**src/core/cset_pkg.sv**
```systemverilog
package cset_pkg;
    // ----------------------------------------
    // Register offsets, byte addresses
    // ----------------------------------------
    localparam logic [7:0] OFS_CTRL = 8'h00;
    localparam logic [7:0] OFS_COMPARE = 8'h04;
    localparam logic [7:0] OFS_TIMER = 8'h08;
    localparam logic [7:0] OFS_STATUS = 8'h0C;
    localparam logic [7:0] OFS_MASK = 8'h10;

    // ----------------------------------------
    // Fields and reset values
    // ----------------------------------------
    localparam int MODE_LSB = 0;
    localparam int TIMER_EN_BIT = 4;
    localparam int FLAG_MATCH = 0;
    localparam int FLAG_OVF = 1;
    localparam int NUM_FLAGS = 2;
    localparam logic [15:0] COMPARE_RST = 16'hFFFF;
    localparam logic [15:0] TIMER_RST = 16'h0000;
    localparam logic [1:0] MASK_RST = 2'h0;

    // ----------------------------------------
    // Compare mode codes
    // ----------------------------------------
    typedef logic [3:0] cset_mode_t;
    localparam cset_mode_t MODE_OFF = 4'h0;
    localparam cset_mode_t MODE_TOGGLE = 4'h2;
    localparam cset_mode_t MODE_SET = 4'h8;
    localparam cset_mode_t MODE_CLEAR = 4'h9;
    localparam cset_mode_t MODE_SWINT = 4'hA;
    localparam cset_mode_t MODE_TRIGGER = 4'hB;

    typedef struct packed {
        logic timer_en;
        cset_mode_t mode;
    } cset_ctrl_s;

    localparam cset_ctrl_s CTRL_RST = '{timer_en: 1'b0, mode: MODE_OFF};

    typedef struct packed {
        logic ovf;
        logic match;
    } cset_flags_s;
endpackage

```
**src/core/cset_irq.sv**
```systemverilog
`timescale 1ns/100ps
module cset_irq (
    input wire logic clk_sys,
    input wire logic reset,
    input wire cset_pkg::cset_flags_s set_ev,
    input wire logic clr_we,
    input wire cset_pkg::cset_flags_s clr_bits,
    input wire cset_pkg::cset_flags_s mask,
    output cset_pkg::cset_flags_s status,
    output logic irq
);
    logic [cset_pkg::NUM_FLAGS-1:0] status_q;
    logic [cset_pkg::NUM_FLAGS-1:0] status_d;

    // ----------------------------------------
    // Sticky flags, set beats clear
    // ----------------------------------------
    genvar i;
    generate
        for (i = 0; i < cset_pkg::NUM_FLAGS; i++) begin : g_flag
            always_comb begin
                status_d[i] = set_ev[i] | (status_q[i] & ~(clr_we & clr_bits[i]));
            end
        end
    endgenerate

    always_ff @(posedge clk_sys) begin
        if (reset) begin
            status_q <= '0;
        end else begin
            status_q <= status_d;
        end
    end

    assign status = status_q;
    assign irq = |(status_q & mask);
endmodule

```
**src/core/cset_top.sv**
```systemverilog
// The placing of the registers and the Wishbone slave port are this design's own decisions.
`timescale 1ns/100ps
module cset_top (
    input wire logic clk_sys,
    input wire logic reset,
    input wire logic wb_cyc_i,
    input wire logic wb_stb_i,
    input wire logic wb_we_i,
    input wire logic [7:0] wb_adr_i,
    input wire logic [3:0] wb_sel_i,
    input wire logic [31:0] wb_dat_i,
    output logic [31:0] wb_dat_o,
    output logic wb_ack_o,
    input wire logic adc_enabled,
    output logic adc_start,
    output logic special_event,
    output logic [15:0] timer_count,
    output logic compare_output_pin_o,
    output logic compare_output_pin_oe,
    output logic irq
);
    // ----------------------------------------
    // Helpers
    // ----------------------------------------
    function automatic logic [31:0] lane_merge(input logic [31:0] old_v,
                                               input logic [31:0] new_v,
                                               input logic [3:0] sel);
        logic [31:0] r;
        r = old_v;
        for (int b = 0; b < 4; b++) begin
            if (sel[b]) begin
                r[b*8 +: 8] = new_v[b*8 +: 8];
            end
        end
        return r;
    endfunction

    function automatic logic mode_drives_pin(input cset_pkg::cset_mode_t m);
        return (m == cset_pkg::MODE_TOGGLE) || (m == cset_pkg::MODE_SET) ||
               (m == cset_pkg::MODE_CLEAR);
    endfunction

    function automatic logic mode_compares(input cset_pkg::cset_mode_t m);
        return mode_drives_pin(m) || (m == cset_pkg::MODE_SWINT) ||
               (m == cset_pkg::MODE_TRIGGER);
    endfunction

    // ----------------------------------------
    // Bus slave
    // ----------------------------------------
    logic ack_q, ack_d;
    logic [31:0] rdat_q, rdat_d;
    logic req, wr_fire;
    logic [31:0] rd_mux;

    cset_pkg::cset_ctrl_s ctrl_q, ctrl_d;
    logic [15:0] cmp_q, cmp_d;
    cset_pkg::cset_flags_s mask_q, mask_d;
    cset_pkg::cset_flags_s status;
    logic [15:0] tmr_q, tmr_d;
    logic [31:0] ctrl_w, cmp_w, tmr_w, mask_w;

    // Write lands on the edge where ack is seen high
    assign req = wb_cyc_i & wb_stb_i;
    assign wr_fire = req & wb_we_i & ack_q;

    always_comb begin
        ctrl_w = lane_merge({27'h0, ctrl_q}, wb_dat_i, wb_sel_i);
        cmp_w = lane_merge({16'h0, cmp_q}, wb_dat_i, wb_sel_i);
        tmr_w = lane_merge({16'h0, tmr_q}, wb_dat_i, wb_sel_i);
        mask_w = lane_merge({30'h0, mask_q}, wb_dat_i, wb_sel_i);
    end

    always_comb begin
        unique case (wb_adr_i)
            cset_pkg::OFS_CTRL: rd_mux = {27'h0, ctrl_q};
            cset_pkg::OFS_COMPARE: rd_mux = {16'h0, cmp_q};
            cset_pkg::OFS_TIMER: rd_mux = {16'h0, tmr_q};
            cset_pkg::OFS_STATUS: rd_mux = {30'h0, status};
            cset_pkg::OFS_MASK: rd_mux = {30'h0, mask_q};
            default: rd_mux = 32'h0;
        endcase
    end

    always_comb begin
        ack_d = req & ~ack_q;
        rdat_d = (req & ~ack_q) ? rd_mux : rdat_q;
        ctrl_d = ctrl_q;
        cmp_d = cmp_q;
        mask_d = mask_q;
        if (wr_fire && wb_adr_i == cset_pkg::OFS_CTRL) begin
            ctrl_d = ctrl_w[4:0];
        end
        if (wr_fire && wb_adr_i == cset_pkg::OFS_COMPARE) begin
            cmp_d = cmp_w[15:0];
        end
        if (wr_fire && wb_adr_i == cset_pkg::OFS_MASK) begin
            mask_d = mask_w[1:0];
        end
    end

    always_ff @(posedge clk_sys) begin
        if (reset) begin
            ack_q <= 1'b0;
            rdat_q <= 32'h0;
            ctrl_q <= cset_pkg::CTRL_RST;
            cmp_q <= cset_pkg::COMPARE_RST;
            mask_q <= cset_pkg::MASK_RST;
        end else begin
            ack_q <= ack_d;
            rdat_q <= rdat_d;
            ctrl_q <= ctrl_d;
            cmp_q <= cmp_d;
            mask_q <= mask_d;
        end
    end

    assign wb_ack_o = ack_q;
    assign wb_dat_o = rdat_q;

    // ----------------------------------------
    // Compare and period timer
    // ----------------------------------------
    logic match, trig_mode, trig_clear, tmr_wr, ovf_ev;
    logic seen_q, seen_d;
    logic match_rise;

    // Assumes the timer is clocked synchronously by clk_sys
    assign match = mode_compares(ctrl_q.mode) && (tmr_q == cmp_q);
    assign trig_mode = (ctrl_q.mode == cset_pkg::MODE_TRIGGER);
    assign special_event = trig_mode & match;
    // Match re-evaluated at the clearing edge, so a rewrite cancels it
    assign trig_clear = special_event & ctrl_q.timer_en;
    assign tmr_wr = wr_fire && (wb_adr_i == cset_pkg::OFS_TIMER);
    assign match_rise = match & ~seen_q;

    always_comb begin
        tmr_d = tmr_q;
        ovf_ev = 1'b0;
        seen_d = match;
        if (tmr_wr) begin
            tmr_d = tmr_w[15:0];
        end else if (trig_clear) begin
            tmr_d = 16'h0000;
        end else if (ctrl_q.timer_en) begin
            tmr_d = tmr_q + 16'h0001;
            ovf_ev = (tmr_q == 16'hFFFF);
        end
    end

    always_ff @(posedge clk_sys) begin
        if (reset) begin
            tmr_q <= cset_pkg::TIMER_RST;
            seen_q <= 1'b0;
        end else begin
            tmr_q <= tmr_d;
            seen_q <= seen_d;
        end
    end

    assign timer_count = tmr_q;
    // One pulse per match, even while the timer is stopped on it
    assign adc_start = special_event & adc_enabled & ~seen_q;

    // ----------------------------------------
    // Output pin latch
    // ----------------------------------------
    logic pin_q, pin_d;

    always_comb begin
        pin_d = pin_q;
        if (ctrl_q.mode == cset_pkg::MODE_OFF) begin
            pin_d = 1'b0;
        end else if (match_rise) begin
            unique case (ctrl_q.mode)
                cset_pkg::MODE_SET: pin_d = 1'b1;
                cset_pkg::MODE_CLEAR: pin_d = 1'b0;
                cset_pkg::MODE_TOGGLE: pin_d = ~pin_q;
                default: pin_d = pin_q;
            endcase
        end
    end

    always_ff @(posedge clk_sys) begin
        if (reset) begin
            pin_q <= 1'b0;
        end else begin
            pin_q <= pin_d;
        end
    end

    assign compare_output_pin_o = pin_q;
    assign compare_output_pin_oe = mode_drives_pin(ctrl_q.mode);

    // ----------------------------------------
    // Flags and interrupt
    // ----------------------------------------
    cset_pkg::cset_flags_s set_ev;

    always_comb begin
        set_ev.match = match_rise;
        set_ev.ovf = ovf_ev;
    end

    cset_irq u_irq (
        .clk_sys(clk_sys),
        .reset(reset),
        .set_ev(set_ev),
        .clr_we(wr_fire && (wb_adr_i == cset_pkg::OFS_STATUS)),
        .clr_bits(wb_dat_i[1:0]),
        .mask(mask_q),
        .status(status),
        .irq(irq)
    );
endmodule

```
**config.mk**
```make
export PLATFORM = sky130hd
export DESIGN_NAME = cset_top
export DESIGN_NICKNAME = d
export VERILOG_FILES = /design/src/core/cset_pkg.sv /design/src/core/cset_irq.sv /design/src/core/cset_top.sv
export SDC_FILE = /design/constraint.sdc
export NUM_CORES = 1
export LEC_CHECK = 0
export BUFFER_PORTS_ARGS = -buffer_cell sky130_fd_sc_hd__clkbuf_2
export CAP_MARGIN = 5
export CORE_MARGIN = 2
export CORE_UTILIZATION = 48
export CTS_BUF_LIST = sky130_fd_sc_hd__clkbuf_2
export DETAILED_ROUTE_END_ITERATION = 8
export PLACE_DENSITY_LB_ADDON = 0.1
export SLEW_MARGIN = 20
export SYNTH_ARGS = -nofsm -noshare
export SYNTH_HDL_FRONTEND = slang
export SYNTH_SLANG_ARGS = --single-unit
```
**constraint.sdc**
```tcl
create_clock -name clk_sys -period 2.6 [get_ports clk_sys]
set_input_delay 0.52 -clock clk_sys [delete_from_list [all_inputs] [get_ports clk_sys]]
set_output_delay 0.52 -clock clk_sys [all_outputs]
set_load 0.02 [all_outputs]
```
==> run summary <==
The pin count of the biggest net entering global routing is 20. The cell class contributing the biggest share of worst-path delay is simple AND/OR/NAND/NOR gates. The global-route wire length before repair came out at roughly 16,000 µm. After the last flow step, the layout net total stands at between 500 and 600.

Sorting the synthesized cells by area gives the leading types as sky130_fd_sc_hd__dfxtp_1, sky130_fd_sc_hd__a22o_1, sky130_fd_sc_hd__mux2i_1. The total of fill cells in the finished design came out at 640. The number of global-route vias before repair is between 3,000 and 4,000. The required time at the endpoint of the critical path came out at about 2100 ps. In this run the critical register-to-register path is launched from cmp_q[11]. The number of antenna violations at the first check in global routing is 0.

The run finished, with violations left. The remaining max-slew budget at the tightest pin is 0.550. At the end of the flow the core is filled with cells to 0.632.

The worst min-delay path category is in -> reg. Dividing the detail-routed via count by the number of cells gives between 5 and 6. The number of setup violations in the final report came out at 1. The count of boundary I/O pins is 104.

The worst setup slack before clock tree synthesis came out at approximately 200 ps. The highest fanout seen on the critical path is 3. The register area share after synthesis is 0.353.

The worst hold path stage count came out at 3. The highest clock rate came out at approximately 370 MHz. In this run, synthesis inferred 0 flip-flops with an integrated enable. The worst setup path is of the reg -> out kind. The initial detailed-routing violation count is approximately 300. Row generation in the floorplan step produced 30 rows. For this design the total switching power over the nets is 0.481 mW.

Of all cell types, the one taking the most synthesized area is sky130_fd_sc_hd__dfxtp_1. The areal power density over the cells is around 430 nW/µm². IR analysis of the VDD net gives a maximum drop of between 0.15 and 0.2 mV.

The die extent in y came out at roughly 88 µm. The clock transition at the registers of the reported paths is between 200 and 250 ps. The number of nets still failing antenna checks after routing came out at 0.

The critical path arrival came out at 2210 ps. The gate count of the mapped netlist came out at approximately 400. The count of antenna diodes in the layout is 0. The congestion estimate from routability-driven global placement came to slightly above 0.9.

The checks that failed: negative setup slack. The internal power of the cells totals 1.38 mW. The mean cell area of the mapped netlist came out at 8.33 µm². The leakage dissipation is approximately 1.9 nW. The share of total power in sequential cells came out at 0.496. The half-perimeter wire length after placement is roughly 7600 µm. The power consumption is between 1.5 and 2 mW. For this run, the leading register cell type out of synthesis is sky130_fd_sc_hd__dfxtp_1. Among all stages on the critical path, the largest delay is contributed by sky130_fd_sc_hd__dfxtp_4.

The later pin in the worst-skew pair is clocked with a latency of ~500 ps. The share of the cycle needed by the critical path after routing is 1.05. The critical path goes through xnor2_4, o2111ai_2, nor4_2, nand2_1, nor2_2, and3_4, buf_8.

The detailed-router iteration count before antenna repair came out at 5. The switching part of the total is 0.259. For this design, the sink count on the clock tree is 60. The number of max-slew violations in the final report was 0. The average wire per standard cell came out at 17.3 µm. The buffer type at the clock tree root is sky130_fd_sc_hd__clkbuf_2. The post-synthesis to final-layout area growth came out at 26.7%. The buffer and inverter count on the worst path came out at 1.

In this run the horizontal extent of the chip is slightly below 90 µm. Clock skew on the completed layout was measured at 24.0 ps. The total standard cell area after synthesis is around 3400 µm².

The number of buffers added by the clock tree synthesis step is 9. Once placement completed, the tool counted placed cells totaling 580. The total global-route track usage is 0.272. The reported max-cap violation count is 0. For this configuration, the core starts out at a cell density of 0.499.

The deepest clock path buffer count is 2. The number of failing hold endpoints at the final stage came to 0. The synthesis warning total is 0.

Setup repair after global routing could not meet its margin everywhere. The launching element type of the critical path is a register. The largest stage delay on the critical path came out at between 400 and 500 ps. The clock network fraction of total power is 0.438. The minimum setup slack in the final design came out at -129 ps.

Detailed routing inserted a total of 3,484 vias. The endpoint of the worst register-to-register path is compare_output_pin_o. In this run the number of H-tree levels came out at 3. The worst hold margin is roughly 260 ps. For hold timing, the worst endpoint is cmp_q[10].

The number of cells on the worst reg-to-reg path is 16. The share of total power dissipated in combinational logic is 0.066. The worst-case register-to-register setup slack came out at around 80 ps. For this run, design rule violations remaining after detail routing come to 0. The number of buffers added on ports came out at between 60 and 70.

Of the post-synthesis cell area, the dominant cell type holds 0.353. The fraction of final layout cells sized beyond drive strength 1 is 0.313. The total length of routed wires came out at ~11,000 µm. STA classifies the critical path endpoint as an output port.

The core region is between 6000 and 7000 µm². The unique cell type count in the Yosys netlist is 52. The shortest clock period the worst path allows after layout came out at ~2700 ps. TritonCTS built the clock tree. In this run the most critical hold path is launched from wb_dat_i[10]. The async set-or-reset flop fraction in the synthesized netlist is 0. The number of flip-flops and latches in the synthesized netlist is 60. The actual transition at the worst max-transition pin is between 600 and 700 ps. The final cell count without fillers is around 610. The total congestion overflow after global routing is 0. The floorplan step defined a die boundary enclosing between 7000 and 8000 µm².
registers in the layout (all words and copies together), names as in the netlist:
register,cells
cmp_q,16
timer_count,16
wb_dat_o,16
ctrl_q,5
mask_q,2
u_irq.status,2
compare_output_pin_o,1
seen_q,1
wb_ack_o,1
layout by cell type, fill, tap and decap left out, drive strengths merged, types with 5 or more instances in the layout:
cell	n
a211oi	9
a21oi	18
a22o	24
and3	9
buf	51
clkbuf	76
clkinv	5
conb	16
dfxtp	60
inv	7
mux2i	18
nand2	45
nand3	32
nand4	12
nor2	31
nor3	7
o21ai	18
xnor2	20
logic make-up after synthesis:
kind of cell    count (synthesis)  share of synthesized area
flops                          60                      0.353
compound gates                 90                      0.183
mux                            22                     0.0727
xor+xnor                       20                     0.0514
other cells                     1                    0.00110
buf+inv                        54                     0.0849
simple gates                  161                      0.251
fa+ha+maj                       1                    0.00367
cell usage after synthesis (2+ instances only):
master	instances
sky130_fd_sc_hd__mux4_2	2
sky130_fd_sc_hd__nand3_1	31
sky130_fd_sc_hd__nand2_1	45
sky130_fd_sc_hd__and4_1	3
sky130_fd_sc_hd__xnor2_1	20
sky130_fd_sc_hd__a21oi_1	18
sky130_fd_sc_hd__o21a_1	4
sky130_fd_sc_hd__a31oi_1	3
sky130_fd_sc_hd__buf_6	2
sky130_fd_sc_hd__nor2_1	31
sky130_fd_sc_hd__a221oi_1	3
sky130_fd_sc_hd__a211oi_1	9
sky130_fd_sc_hd__or3_1	4
sky130_fd_sc_hd__mux2_2	2
sky130_fd_sc_hd__nor4b_4	2
sky130_fd_sc_hd__buf_4	17
sky130_fd_sc_hd__nor3_1	6
sky130_fd_sc_hd__nor4_1	4
sky130_fd_sc_hd__buf_2	5
sky130_fd_sc_hd__nand4_1	12
sky130_fd_sc_hd__dfxtp_1	60
sky130_fd_sc_hd__and3_1	9
sky130_fd_sc_hd__a22o_1	24
sky130_fd_sc_hd__inv_1	7
sky130_fd_sc_hd__nor2b_1	3
sky130_fd_sc_hd__o211ai_1	4
sky130_fd_sc_hd__clkbuf_1	21
sky130_fd_sc_hd__mux2i_1	18
sky130_fd_sc_hd__o21ai_0	17
worst register-to-register path: cells and delay by family, from the launching register on:
kind,cells,cell delay [ps]
xor gates and xnor gates,1,200
buffers and inverters,10,970
DFF,1,410
AOI/OAI and AO/OA,2,200
and+or+nand+nor,3,640
per-stage QoR:
stage	TNS, ps	cell area (µm²)
finish	-129	4310
global route	-329	4310
CTS	-98.7	4260
detailed placement	0	3950
global placement	0	3950
floorplan	0	3460
layer usage:
metal / up-vias / GRT usage / wire (µm)
met1: 1632 / 0.414 / 4990
met3: 15 / 0.0644 / 882
li1: 1645 / - / -
met4: 0 / 0.0579 / 113
met2: 192 / 0.390 / 4540
met5: - / 0 / 0
power by group through the flow:
stage	sequential, mW	combinational [mW]	clock, mW
finish	0.922	0.123	0.815
detailed placement	0.944	0.119	0
global route	0.923	0.131	0.879
CTS	0.924	0.120	0.822
floorplan	0.947	0.0791	0
global placement	0.944	0.119	0
worst max-delay path by stage:
stage / start / end / slack [ps] / cells after the start
finish: cmp_q[11] / adc_start / -130 / 7
global route: cmp_q[11] / adc_start / -220 / 7
CTS: timer_count[11] / adc_start / -100 / 7
detailed placement: wb_adr_i[7] / timer_count[14] / 200 / 6
global placement: wb_adr_i[5] / timer_count[13] / 190 / 8
floorplan: timer_count[11] / adc_start / 310 / 7
timing repair:
action	in CTS	in global routing
gates resized for setup	14	12
setup buffers	9	4
cloned	0	0
setup endpoints to repair	2	4
pin swaps	7	6
hold buffers	0	0
endpoints found under the hold margin	0	0
final cells by class:
type | instances | area [µm²] | area share
multi-input cells | 310 | 2050 | 0.475
clock inverters | 7 | 125 | 0.0290
flip-flops and latches | 60 | 1210 | 0.282
repair buffers | 118 | 729 | 0.169
clock buffers | 9 | 45.0 | 0.0104
inverters | 8 | 30.0 | 0.00696
well taps | 96 | 120 | 0.0278
(Power assumes the default switching activity.)
